--- src/design/dodi_pkg.sv ---
package dodi_pkg;

    localparam logic [1:0] MODE_REG = 2'h0;
    localparam logic [1:0] MODE_IND = 2'h1;
    localparam logic [1:0] MODE_IDX = 2'h2;
    localparam logic [1:0] MODE_INC = 2'h3;

    localparam logic [2:0] OP3_FMT2 = 3'h1;
    localparam logic [2:0] OP3_CLEAR_BITS = 3'h2;
    localparam logic [2:0] OP3_DIFFERENCE = 3'h3;
    localparam logic [2:0] OP3_COMPARE = 3'h4;
    localparam logic [2:0] OP3_SUM = 3'h5;
    localparam logic [2:0] OP3_COPY = 3'h6;
    localparam logic [2:0] OP3_OR_INTO_DEST = 3'h7;

    localparam logic [5:0] OP6_TEST_ONES = 6'h08;
    localparam logic [5:0] OP6_TEST_ZEROS = 6'h09;
    localparam logic [5:0] OP6_XOR = 6'h0a;
    localparam logic [5:0] OP6_PRODUCT = 6'h0e;
    localparam logic [5:0] OP6_QUOTIENT = 6'h0f;

    // Status bit 0 is the most significant bit of the status word
    localparam int unsigned ST_LGT = 15;
    localparam int unsigned ST_AGT = 14;
    localparam int unsigned ST_EQ = 13;
    localparam int unsigned ST_CARRY = 12;
    localparam int unsigned ST_OVF = 11;
    localparam int unsigned ST_PAR = 10;

    localparam logic [15:0] STEP_BYTE = 16'h0001;
    localparam logic [15:0] STEP_WORD = 16'h0002;
    localparam logic [15:0] ALIGN_MASK = 16'hfffe;
    localparam logic [15:0] ZERO_WORD = 16'h0000;
    localparam logic [7:0] ZERO_BYTE = 8'h00;
    localparam logic [16:0] ONE_17 = 17'h0_0001;

    typedef struct packed {
        logic [2:0] op3;
        logic byte_flag;
        logic [1:0] dest_mode_field;
        logic [3:0] dreg;
        logic [1:0] source_mode_field;
        logic [3:0] sreg;
    } dodi_instr_s;

    typedef struct packed {
        logic req;
        logic we;
        logic [15:0] addr;
        logic [15:0] wdata;
    } dodi_mem_req_s;

    typedef struct packed {
        logic ack;
        logic [15:0] rdata;
    } dodi_mem_rsp_s;

    localparam dodi_mem_req_s MEM_IDLE = '0;

    typedef enum logic [3:0] {
        S_IDLE, S_FETCH, S_RESOLVE, S_EXT, S_REGRD, S_ADDR, S_OPRD, S_POST,
        S_INCWR, S_NEXT, S_DREG, S_LORD, S_EXEC, S_WR, S_WR2, S_DONE
    } dodi_state_e;

endpackage : dodi_pkg

--- src/design/dodi_core.sv ---
// Summary of operation
// (RQ1) Format one fields: opcode, byte, modes, registers
// (RQ2) Byte flag picks byte or word operands
// (RQ3) Mode: register, indirect, indexed, auto-increment
// (RQ4) Indexed with register zero means absolute
// (RQ5) Register byte operand is upper byte
// (RQ6) Auto-increment steps one byte, two word
// (RQ7) Source extension word precedes destination one
// (RQ8) Three-bit opcode selects add, compare, subtract...
// (RQ9) Logic and move ops compare result to zero
// (RQ10) Compare writes nothing, sets status bits
// (RQ11) Add and subtract update carry, overflow
// (RQ12) Register-destination format increments by two
// (RQ13) Test-ones sets equal when all covered
// (RQ14) Test-zeros sets equal when none overlap
// (RQ15) Unsigned product into register and next
// (RQ16) Divide overflow when source not above
// (RQ17) Divide stores quotient, remainder in pair
// (RQ18) Format two fields: six-bit opcode first
// (RQ19) Source-only format uses same mode encodings
// (RQ20) Byte compare and copy: source parity
// (RQ21) Add overflow from equal operand signs
module dodi_core (
    input wire logic core_clk,
    input wire logic rst_b,
    input wire logic start,
    input wire logic [15:0] pc_in,
    input wire logic [15:0] wp_in,
    input wire logic [15:0] st_in,
    input wire dodi_pkg::dodi_mem_rsp_s mem_i,
    output dodi_pkg::dodi_mem_req_s mem_o,
    output logic busy,
    output logic done,
    output logic illegal,
    output logic [15:0] pc_out,
    output logic [15:0] st_out,
    output logic [15:0] ea_out
);

    function automatic dodi_pkg::dodi_mem_req_s rd(input logic [15:0] a);
        rd = '{req: 1'b1, we: 1'b0, addr: a, wdata: dodi_pkg::ZERO_WORD};
    endfunction : rd

    function automatic dodi_pkg::dodi_mem_req_s wr(input logic [15:0] a,
                                                   input logic [15:0] d);
        wr = '{req: 1'b1, we: 1'b1, addr: a, wdata: d};
    endfunction : wr

    // Workspace registers sit in memory, two bytes apart from the pointer
    function automatic logic [15:0] reg_addr_of(input logic [15:0] wp,
                                                input logic [3:0] r);
        reg_addr_of = wp + {11'h000, r, 1'b0};
    endfunction : reg_addr_of

    // Even byte address holds the upper byte of a word
    function automatic logic [7:0] pick_byte(input logic [15:0] w, input logic odd);
        pick_byte = odd ? w[7:0] : w[15:8];
    endfunction : pick_byte

    dodi_pkg::dodi_state_e state_reg;
    dodi_pkg::dodi_mem_req_s mem_reg;
    logic busy_reg, done_reg, illegal_reg, phase_reg, sodd_reg;
    logic [15:0] pc_reg, wp_reg, st_reg, ir_reg, base_reg, regval_reg, ea_reg;
    logic [15:0] sval_reg, dval_reg, lo_reg, res2_reg;
    logic [15:0] st_next;

    dodi_pkg::dodi_instr_s f;
    logic [5:0] op6;
    logic is_f1, is_f2, byte_op, idx_used, need_reg, acc;
    logic op6_known, div_ovf, wr_one, wr_two;
    logic [1:0] cur_mode;
    logic [3:0] cur_reg;
    logic [15:0] reg_addr, d_addr, ea_calc, step, s_al, d_al, res, wdata, lo_word;
    logic [16:0] sum17, dif17;
    logic [31:0] prod, quot, rem;

    assign f = dodi_pkg::dodi_instr_s'(ir_reg); // RQ1
    assign op6 = {f.op3, f.byte_flag, f.dest_mode_field}; // RQ18
    assign is_f1 = f.op3 >= dodi_pkg::OP3_CLEAR_BITS;
    assign is_f2 = f.op3 == dodi_pkg::OP3_FMT2;
    assign byte_op = is_f1 & f.byte_flag; // RQ2
    assign op6_known = (op6 == dodi_pkg::OP6_TEST_ONES) | (op6 == dodi_pkg::OP6_TEST_ZEROS)
        | (op6 == dodi_pkg::OP6_XOR) | (op6 == dodi_pkg::OP6_PRODUCT)
        | (op6 == dodi_pkg::OP6_QUOTIENT);

    // Phase 0 resolves the source in every format, phase 1 the format-one destination
    assign cur_mode = phase_reg ? f.dest_mode_field : f.source_mode_field; // RQ3 RQ19
    assign cur_reg = phase_reg ? f.dreg : f.sreg;
    assign reg_addr = reg_addr_of(wp_reg, cur_reg);
    assign d_addr = reg_addr_of(wp_reg, f.dreg);
    assign idx_used = (cur_mode == dodi_pkg::MODE_IDX) && (cur_reg != '0); // RQ4
    assign need_reg = (cur_mode == dodi_pkg::MODE_IND) | (cur_mode == dodi_pkg::MODE_INC)
        | idx_used;
    assign ea_calc = (cur_mode == dodi_pkg::MODE_REG) ? reg_addr
        : (cur_mode == dodi_pkg::MODE_IDX) ? base_reg + (idx_used ? regval_reg
                                                                  : dodi_pkg::ZERO_WORD)
        : regval_reg; // RQ3 RQ4
    // Register-destination and source-only formats never set byte_op
    assign step = byte_op ? dodi_pkg::STEP_BYTE : dodi_pkg::STEP_WORD; // RQ6 RQ12
    assign acc = mem_reg.req & mem_i.ack;

    // Bytes are left-aligned with zero padding so word flags apply unchanged
    assign s_al = byte_op ? {pick_byte(sval_reg, sodd_reg), dodi_pkg::ZERO_BYTE}
                          : sval_reg; // RQ5
    assign d_al = byte_op ? {pick_byte(dval_reg, ea_reg[0]), dodi_pkg::ZERO_BYTE}
                          : dval_reg; // RQ5
    assign sum17 = {1'b0, d_al} + {1'b0, s_al};
    assign dif17 = {1'b0, d_al} + {1'b0, ~s_al} + dodi_pkg::ONE_17; // RQ11
    assign prod = {16'h0000, dval_reg} * {16'h0000, sval_reg}; // RQ15
    assign quot = {dval_reg, lo_reg} / {16'h0000, sval_reg}; // RQ17
    assign rem = {dval_reg, lo_reg} % {16'h0000, sval_reg};
    assign div_ovf = sval_reg <= dval_reg; // RQ16

    always_comb begin
        res = d_al;
        if (is_f2) begin
            res = dval_reg ^ sval_reg;
        end else begin
            unique case (f.op3)
                dodi_pkg::OP3_SUM: res = sum17[15:0];
                dodi_pkg::OP3_DIFFERENCE: res = dif17[15:0];
                dodi_pkg::OP3_OR_INTO_DEST: res = d_al | s_al;
                dodi_pkg::OP3_CLEAR_BITS: res = d_al & ~s_al;
                dodi_pkg::OP3_COPY: res = s_al;
                default: res = d_al;
            endcase // RQ8
        end
    end

    always_comb begin
        st_next = st_reg;
        if (is_f1 && f.op3 == dodi_pkg::OP3_COMPARE) begin
            st_next[dodi_pkg::ST_LGT] = s_al > d_al; // RQ10
            st_next[dodi_pkg::ST_AGT] = $signed(s_al) > $signed(d_al);
            st_next[dodi_pkg::ST_EQ] = s_al == d_al;
            if (byte_op) begin
                st_next[dodi_pkg::ST_PAR] = ^s_al; // RQ20
            end
        end else if (is_f1 || op6 == dodi_pkg::OP6_XOR) begin
            st_next[dodi_pkg::ST_LGT] = res != '0; // RQ9
            st_next[dodi_pkg::ST_AGT] = !res[15] && res != '0;
            st_next[dodi_pkg::ST_EQ] = res == '0;
            if (byte_op) begin
                st_next[dodi_pkg::ST_PAR] = ^res; // RQ9 RQ11 RQ20
            end
            if (is_f1 && f.op3 == dodi_pkg::OP3_SUM) begin
                st_next[dodi_pkg::ST_CARRY] = sum17[16]; // RQ11
                st_next[dodi_pkg::ST_OVF] = (s_al[15] == d_al[15])
                    && (res[15] != d_al[15]); // RQ21
            end
            if (is_f1 && f.op3 == dodi_pkg::OP3_DIFFERENCE) begin
                st_next[dodi_pkg::ST_CARRY] = dif17[16]; // RQ11
                st_next[dodi_pkg::ST_OVF] = (s_al[15] != d_al[15])
                    && (res[15] != d_al[15]);
            end
        end else if (op6 == dodi_pkg::OP6_TEST_ONES) begin
            st_next[dodi_pkg::ST_EQ] = (sval_reg & ~dval_reg) == '0; // RQ13
        end else if (op6 == dodi_pkg::OP6_TEST_ZEROS) begin
            st_next[dodi_pkg::ST_EQ] = (sval_reg & dval_reg) == '0; // RQ14
        end else if (op6 == dodi_pkg::OP6_QUOTIENT) begin
            st_next[dodi_pkg::ST_OVF] = div_ovf; // RQ16
        end
    end

    // Byte writes merge into the destination word read earlier
    assign wdata = !is_f1 ? ((op6 == dodi_pkg::OP6_XOR) ? res
                             : (op6 == dodi_pkg::OP6_PRODUCT) ? prod[31:16]
                             : quot[15:0])
        : !byte_op ? res
        : ea_reg[0] ? {dval_reg[15:8], res[15:8]}
        : {res[15:8], dval_reg[7:0]}; // RQ5
    assign lo_word = (op6 == dodi_pkg::OP6_PRODUCT) ? prod[15:0] : rem[15:0];
    assign wr_one = is_f1 ? (f.op3 != dodi_pkg::OP3_COMPARE) // RQ10
        : (op6 == dodi_pkg::OP6_XOR) | (op6 == dodi_pkg::OP6_PRODUCT)
          | ((op6 == dodi_pkg::OP6_QUOTIENT) & !div_ovf); // RQ16
    assign wr_two = !is_f1 & ((op6 == dodi_pkg::OP6_PRODUCT)
        | ((op6 == dodi_pkg::OP6_QUOTIENT) & !div_ovf));

    always_ff @(posedge core_clk) begin
        if (!rst_b) begin
            state_reg <= dodi_pkg::S_IDLE;
            mem_reg <= dodi_pkg::MEM_IDLE;
            {busy_reg, done_reg, illegal_reg, phase_reg, sodd_reg} <= '0;
            {pc_reg, wp_reg, st_reg, ir_reg, base_reg} <= '0;
            {regval_reg, ea_reg, sval_reg, dval_reg, lo_reg, res2_reg} <= '0;
        end else begin
            done_reg <= 1'b0;
            if (acc) begin
                mem_reg <= dodi_pkg::MEM_IDLE;
            end
            unique case (state_reg)
                dodi_pkg::S_IDLE: begin
                    if (start) begin
                        {pc_reg, wp_reg, st_reg} <= {pc_in, wp_in, st_in};
                        {busy_reg, illegal_reg} <= 2'b10;
                        mem_reg <= rd(pc_in);
                        state_reg <= dodi_pkg::S_FETCH;
                    end
                end
                dodi_pkg::S_FETCH: begin
                    if (acc) begin
                        ir_reg <= mem_i.rdata;
                        pc_reg <= pc_reg + dodi_pkg::STEP_WORD;
                        phase_reg <= 1'b0;
                        state_reg <= dodi_pkg::S_RESOLVE;
                    end
                end
                dodi_pkg::S_RESOLVE: begin
                    if (is_f2 && !op6_known) begin
                        illegal_reg <= 1'b1;
                        state_reg <= dodi_pkg::S_DONE;
                    end else if (cur_mode == dodi_pkg::MODE_IDX) begin
                        mem_reg <= rd(pc_reg); // RQ7
                        state_reg <= dodi_pkg::S_EXT;
                    end else if (need_reg) begin
                        mem_reg <= rd(reg_addr);
                        state_reg <= dodi_pkg::S_REGRD;
                    end else begin
                        state_reg <= dodi_pkg::S_ADDR;
                    end
                end
                dodi_pkg::S_EXT: begin
                    if (acc) begin
                        base_reg <= mem_i.rdata;
                        pc_reg <= pc_reg + dodi_pkg::STEP_WORD;
                        if (idx_used) begin
                            mem_reg <= rd(reg_addr);
                            state_reg <= dodi_pkg::S_REGRD;
                        end else begin
                            state_reg <= dodi_pkg::S_ADDR;
                        end
                    end
                end
                dodi_pkg::S_REGRD: begin
                    if (acc) begin
                        regval_reg <= mem_i.rdata;
                        state_reg <= dodi_pkg::S_ADDR;
                    end
                end
                dodi_pkg::S_ADDR: begin
                    ea_reg <= ea_calc;
                    if (!phase_reg) begin
                        sodd_reg <= ea_calc[0];
                    end
                    // Source-only operands are addressed but not fetched
                    if (is_f1 || is_f2) begin
                        mem_reg <= rd(ea_calc & dodi_pkg::ALIGN_MASK);
                        state_reg <= dodi_pkg::S_OPRD;
                    end else begin
                        state_reg <= dodi_pkg::S_POST;
                    end
                end
                dodi_pkg::S_OPRD: begin
                    if (acc) begin
                        if (phase_reg) begin
                            dval_reg <= mem_i.rdata;
                        end else begin
                            sval_reg <= mem_i.rdata;
                        end
                        state_reg <= dodi_pkg::S_POST;
                    end
                end
                dodi_pkg::S_POST: begin
                    if (cur_mode == dodi_pkg::MODE_INC) begin
                        mem_reg <= wr(reg_addr, regval_reg + step); // RQ6 RQ12
                        state_reg <= dodi_pkg::S_INCWR;
                    end else begin
                        state_reg <= dodi_pkg::S_NEXT;
                    end
                end
                dodi_pkg::S_INCWR: begin
                    if (acc) begin
                        state_reg <= dodi_pkg::S_NEXT;
                    end
                end
                dodi_pkg::S_NEXT: begin
                    if (is_f1 && !phase_reg) begin
                        phase_reg <= 1'b1; // RQ7
                        state_reg <= dodi_pkg::S_RESOLVE;
                    end else if (is_f1) begin
                        state_reg <= dodi_pkg::S_EXEC;
                    end else if (is_f2) begin
                        mem_reg <= rd(d_addr);
                        state_reg <= dodi_pkg::S_DREG;
                    end else begin
                        state_reg <= dodi_pkg::S_DONE; // RQ19
                    end
                end
                dodi_pkg::S_DREG: begin
                    if (acc) begin
                        dval_reg <= mem_i.rdata;
                        if (op6 == dodi_pkg::OP6_QUOTIENT) begin
                            mem_reg <= rd(d_addr + dodi_pkg::STEP_WORD); // RQ17
                            state_reg <= dodi_pkg::S_LORD;
                        end else begin
                            state_reg <= dodi_pkg::S_EXEC;
                        end
                    end
                end
                dodi_pkg::S_LORD: begin
                    if (acc) begin
                        lo_reg <= mem_i.rdata;
                        state_reg <= dodi_pkg::S_EXEC;
                    end
                end
                dodi_pkg::S_EXEC: begin
                    st_reg <= st_next;
                    res2_reg <= lo_word;
                    if (wr_one) begin
                        mem_reg <= wr(is_f1 ? (ea_reg & dodi_pkg::ALIGN_MASK) : d_addr,
                                      wdata);
                        state_reg <= dodi_pkg::S_WR;
                    end else begin
                        state_reg <= dodi_pkg::S_DONE;
                    end
                end
                dodi_pkg::S_WR: begin
                    if (acc) begin
                        if (wr_two) begin
                            // Past the last register this is the next memory word
                            mem_reg <= wr(d_addr + dodi_pkg::STEP_WORD, res2_reg); // RQ15 RQ17
                            state_reg <= dodi_pkg::S_WR2;
                        end else begin
                            state_reg <= dodi_pkg::S_DONE;
                        end
                    end
                end
                dodi_pkg::S_WR2: begin
                    if (acc) begin
                        state_reg <= dodi_pkg::S_DONE;
                    end
                end
                dodi_pkg::S_DONE: begin
                    done_reg <= 1'b1;
                    busy_reg <= 1'b0;
                    state_reg <= dodi_pkg::S_IDLE;
                end
            endcase
        end
    end

    assign mem_o = mem_reg;
    assign busy = busy_reg;
    assign done = done_reg;
    assign illegal = illegal_reg;
    assign pc_out = pc_reg;
    assign st_out = st_reg;
    assign ea_out = ea_reg;

endmodule : dodi_core

--- config.mk ---
export PLATFORM = sky130hd
export DESIGN_NAME = dodi_core
export DESIGN_NICKNAME = d
export VERILOG_FILES = /design/src/design/dodi_pkg.sv /design/src/design/dodi_core.sv
export SDC_FILE = /design/constraint.sdc
export NUM_CORES = 2
export LEC_CHECK = 0
export ABC_AREA = 1
export BUFFER_PORTS_ARGS = -buffer_cell sky130_fd_sc_hd__buf_2
export CAP_MARGIN = 0
export CORE_ASPECT_RATIO = 0.5
export CORE_MARGIN = 2
export CORE_UTILIZATION = 63
export DETAILED_ROUTE_END_ITERATION = 10
export GPL_TIMING_DRIVEN = 0
export PLACE_DENSITY = 0.81
export REMOVE_ABC_BUFFERS = 1
export SYNTH_ARGS = -nofsm -noshare
export SYNTH_HDL_FRONTEND = slang
export SYNTH_SLANG_ARGS = --single-unit
--- constraint.sdc ---
create_clock -name core_clk -period 223.5 [get_ports core_clk]
set_input_delay 22.35 -clock core_clk [delete_from_list [all_inputs] [get_ports core_clk]]
set_output_delay 22.35 -clock core_clk [all_outputs]
set_load 0.005 [all_outputs]
==> impl_results.md <==
* GPL Wtd Cong at 1.05
* CP Capture Type: flop
* Starting DRT DRC Count at 6111
* Worst-Margin Slew at 1500 ps
* Post-DP HPWL at 118 mm
* Setup bufs post-CTS at 0
* Die ar. at 82200 sq um
* YS warnings at 0
* Status: complete, but fails checks
* Total core area at 79200 sq um
* Clock root buffer: clkbuf_16
* Netlist Area Pre-Place at 50200 sq um
* R2R Setup Slk at 127800 ps
* Unique masters post-synth at 97
* Avg WL per Cell at 17.3 um
* Post-synth EDFFs at 0
* Util after Layout at 65.8%
* Commonest cells in the netlist: nand2_1, inv_1, o21ai_0, nor2_1, ha_1
* Final setup skew at 36.4 ps
* Max cap viols at 1
* Failing checks: capacitance limit
* Final hold vios at 0
* Area Growth Syn to Fin at 3.70%
* First-pass GRT wire length at 246 mm
* Vias/cell at 5.90
* # clock sinks at 219
* Via count at 52400
* Compound-gate portion of the synthesized area at 20.0%
* Worst Setup Start Kind: flop
* RSZ-0062 raised after global routing: no
* Clock Tree Buf Depth at 3
* CP top delay family: compound AO/OA/AOI/OAI gates
* Drt pass-1 iters at 9
* Num ports at 153
* Clk_lat worst skew at 590 ps
* CTS tree: yes
* Post-Synth XOR/XNOR Area at 6.49%
* WS Path Type: flop to flop
* Post-synthesis simple-gate area fraction at 28.4%
* Synth area leader: ha_1
* WP buf/inv at 127
* Nets@finish at 8695
* FFs w/ async S/R, synth at 0%
* Share of the synthesized area in the top cell type at 15.7%
* Grt total ovfl at 0
* Slowest stage delay, CP at 1150 ps
* Synth Flop Type: dfxtp_1
* Post-synthesis sequential area ratio at 8.73%
* Share of cells above drive strength 1 at 8.42%
* CTS buffer count at 23
* Slew headroom at 0.153%
* Max FO, Critical Path at 46
* Max FFs per register at 34
* Die width at 403 um
* Remaining antenna violation count at 0
* Synth area leaders: ha_1, nand2_1, inv_1
* Drt total wl at 154 mm
* Largest net degree at the start of global routing at 110
* Initial Util at 63.4%
* Hold WC Path Type: flop to flop
* Setup total negative slack at 0 ps
* Slew Viols, Final at 0
* Syn_area_per_cell at 6.38 sq um
* Vias in the first global route at 47800
* Die H at 204 um
* Port-buffer cells at 152
* Final period util at 42.8%
* CTS resizes at 0
* Most frequent cell after synthesis: nand2_1
* GRT Util Overall at 36.5%
* Mux contribution to synthesized area at 0%
* Post-layout min period at 95700 ps
* Post-Syn Instances at 7872
* Initial antenna violation count at 3
* Largest family of logic cells by synthesized area: simple AND/OR/NAND/NOR gates
* H-tree levels at 1
* FP Rows at 73
* Worst path most repeated cell: nand2_1
* Arr. time, crit path at 96150 ps
* Final setup fails at 0
* DRC viols at 0
* CP required at 223950 ps
* Fmax at 10.4 MHz
* Hold buffers post-CTS at 0
* Synth Area in Adders at 23.7%
* WHS at 462 ps
* Synth Register Bits at 219
* Clock transition at path regs at 70 ps
* Slowest CP cell: dfxtp_1
final cells by class:
type / count / area (sq um)
Fill cell: 7409 / 27100
Antenna cell: 16 / 40.0
Tap cell: 1050 / 1310
Multi-Input combinational cell: 6053 / 39500
Inverter: 1328 / 5030
Timing Repair Buffer: 170 / 1060
Clock inverter: 14 / 154
Clock buffer: 27 / 611
Sequential cell: 219 / 4380
per-stage QoR:
stage | setup WS [ps] | std cells | cell area, sq um
2_1_floorplan | 144130 | 7600 | 48900
3_3_place_gp | 129440 | 8802 | 50900
3_5_place_dp | 128530 | 8818 | 51200
4_1_cts | 128230 | 8859 | 52000
5_1_grt | 116330 | 8861 | 52100
6_report | 127800 | 8877 | 52100
worst reg2reg max path, delay by kind of cell (launching register included):
family	cells	cell delay, ps
flops	1	1150
xor+xnor	2	320
compound gates	200	36680
buf+inv	127	16100
simple gates	240	30850
fa+ha+maj	31	10310
cells in the final DEF (no fill, tap or decap), drive strengths merged, types with 6 or more instances in the layout:
master | netlist | routed
diode | 0 | 16
o221ai | 46 | 46
or2 | 55 | 55
a21oi | 588 | 588
o22ai | 21 | 21
a211oi | 30 | 30
nand3b | 14 | 14
ha | 631 | 631
dfxtp | 219 | 219
o21ai | 748 | 748
o31ai | 23 | 23
fa | 201 | 201
inv | 1294 | 1296
nand3 | 407 | 407
a2111oi | 10 | 10
a221o | 7 | 7
o21a | 9 | 9
o211ai | 36 | 36
a221oi | 36 | 36
buf | 64 | 169
o311ai | 6 | 6
nand4 | 74 | 74
a31oi | 30 | 30
and2 | 12 | 12
nor4 | 30 | 30
a21o | 19 | 19
xor2 | 244 | 244
clkbuf | 207 | 27
a22oi | 6 | 6
o21bai | 55 | 55
nand2 | 1756 | 1756
xnor2 | 128 | 128
clkinv | 33 | 40
nor3 | 76 | 76
nor2 | 695 | 695
o2111ai | 25 | 25
logic make-up (layout without fill, tap and decap cells):
kind of cell / count (synthesis) / count (layout)
fa+ha+maj: 832 / 832
flops: 219 / 219
xor+xnor: 372 / 372
simple gates: 3128 / 3128
other cells: 0 / 16
buf+inv: 1600 / 1539
compound gates: 1721 / 1721
worst paths after layout:
check	start	to	cells past startpoint
setup / recovery	sval_reg[7]	res2_reg[15]	600
hold / removal	f[0]	f[0]	2
setup reg to reg	sval_reg[7]	res2_reg[15]	600
hold reg to reg	f[0]	f[0]	2
routing by layer:
metal  part of all wire [%]  GRT usage [%]
met1                     43           49.3
met2                     41           57.1
met3                     12           8.13
met4                    4.4           13.3
met5                  0.079          0.819
Power is not shown: default switching activity piles up to over one toggle a cycle in this logic, so the estimate is an artifact.
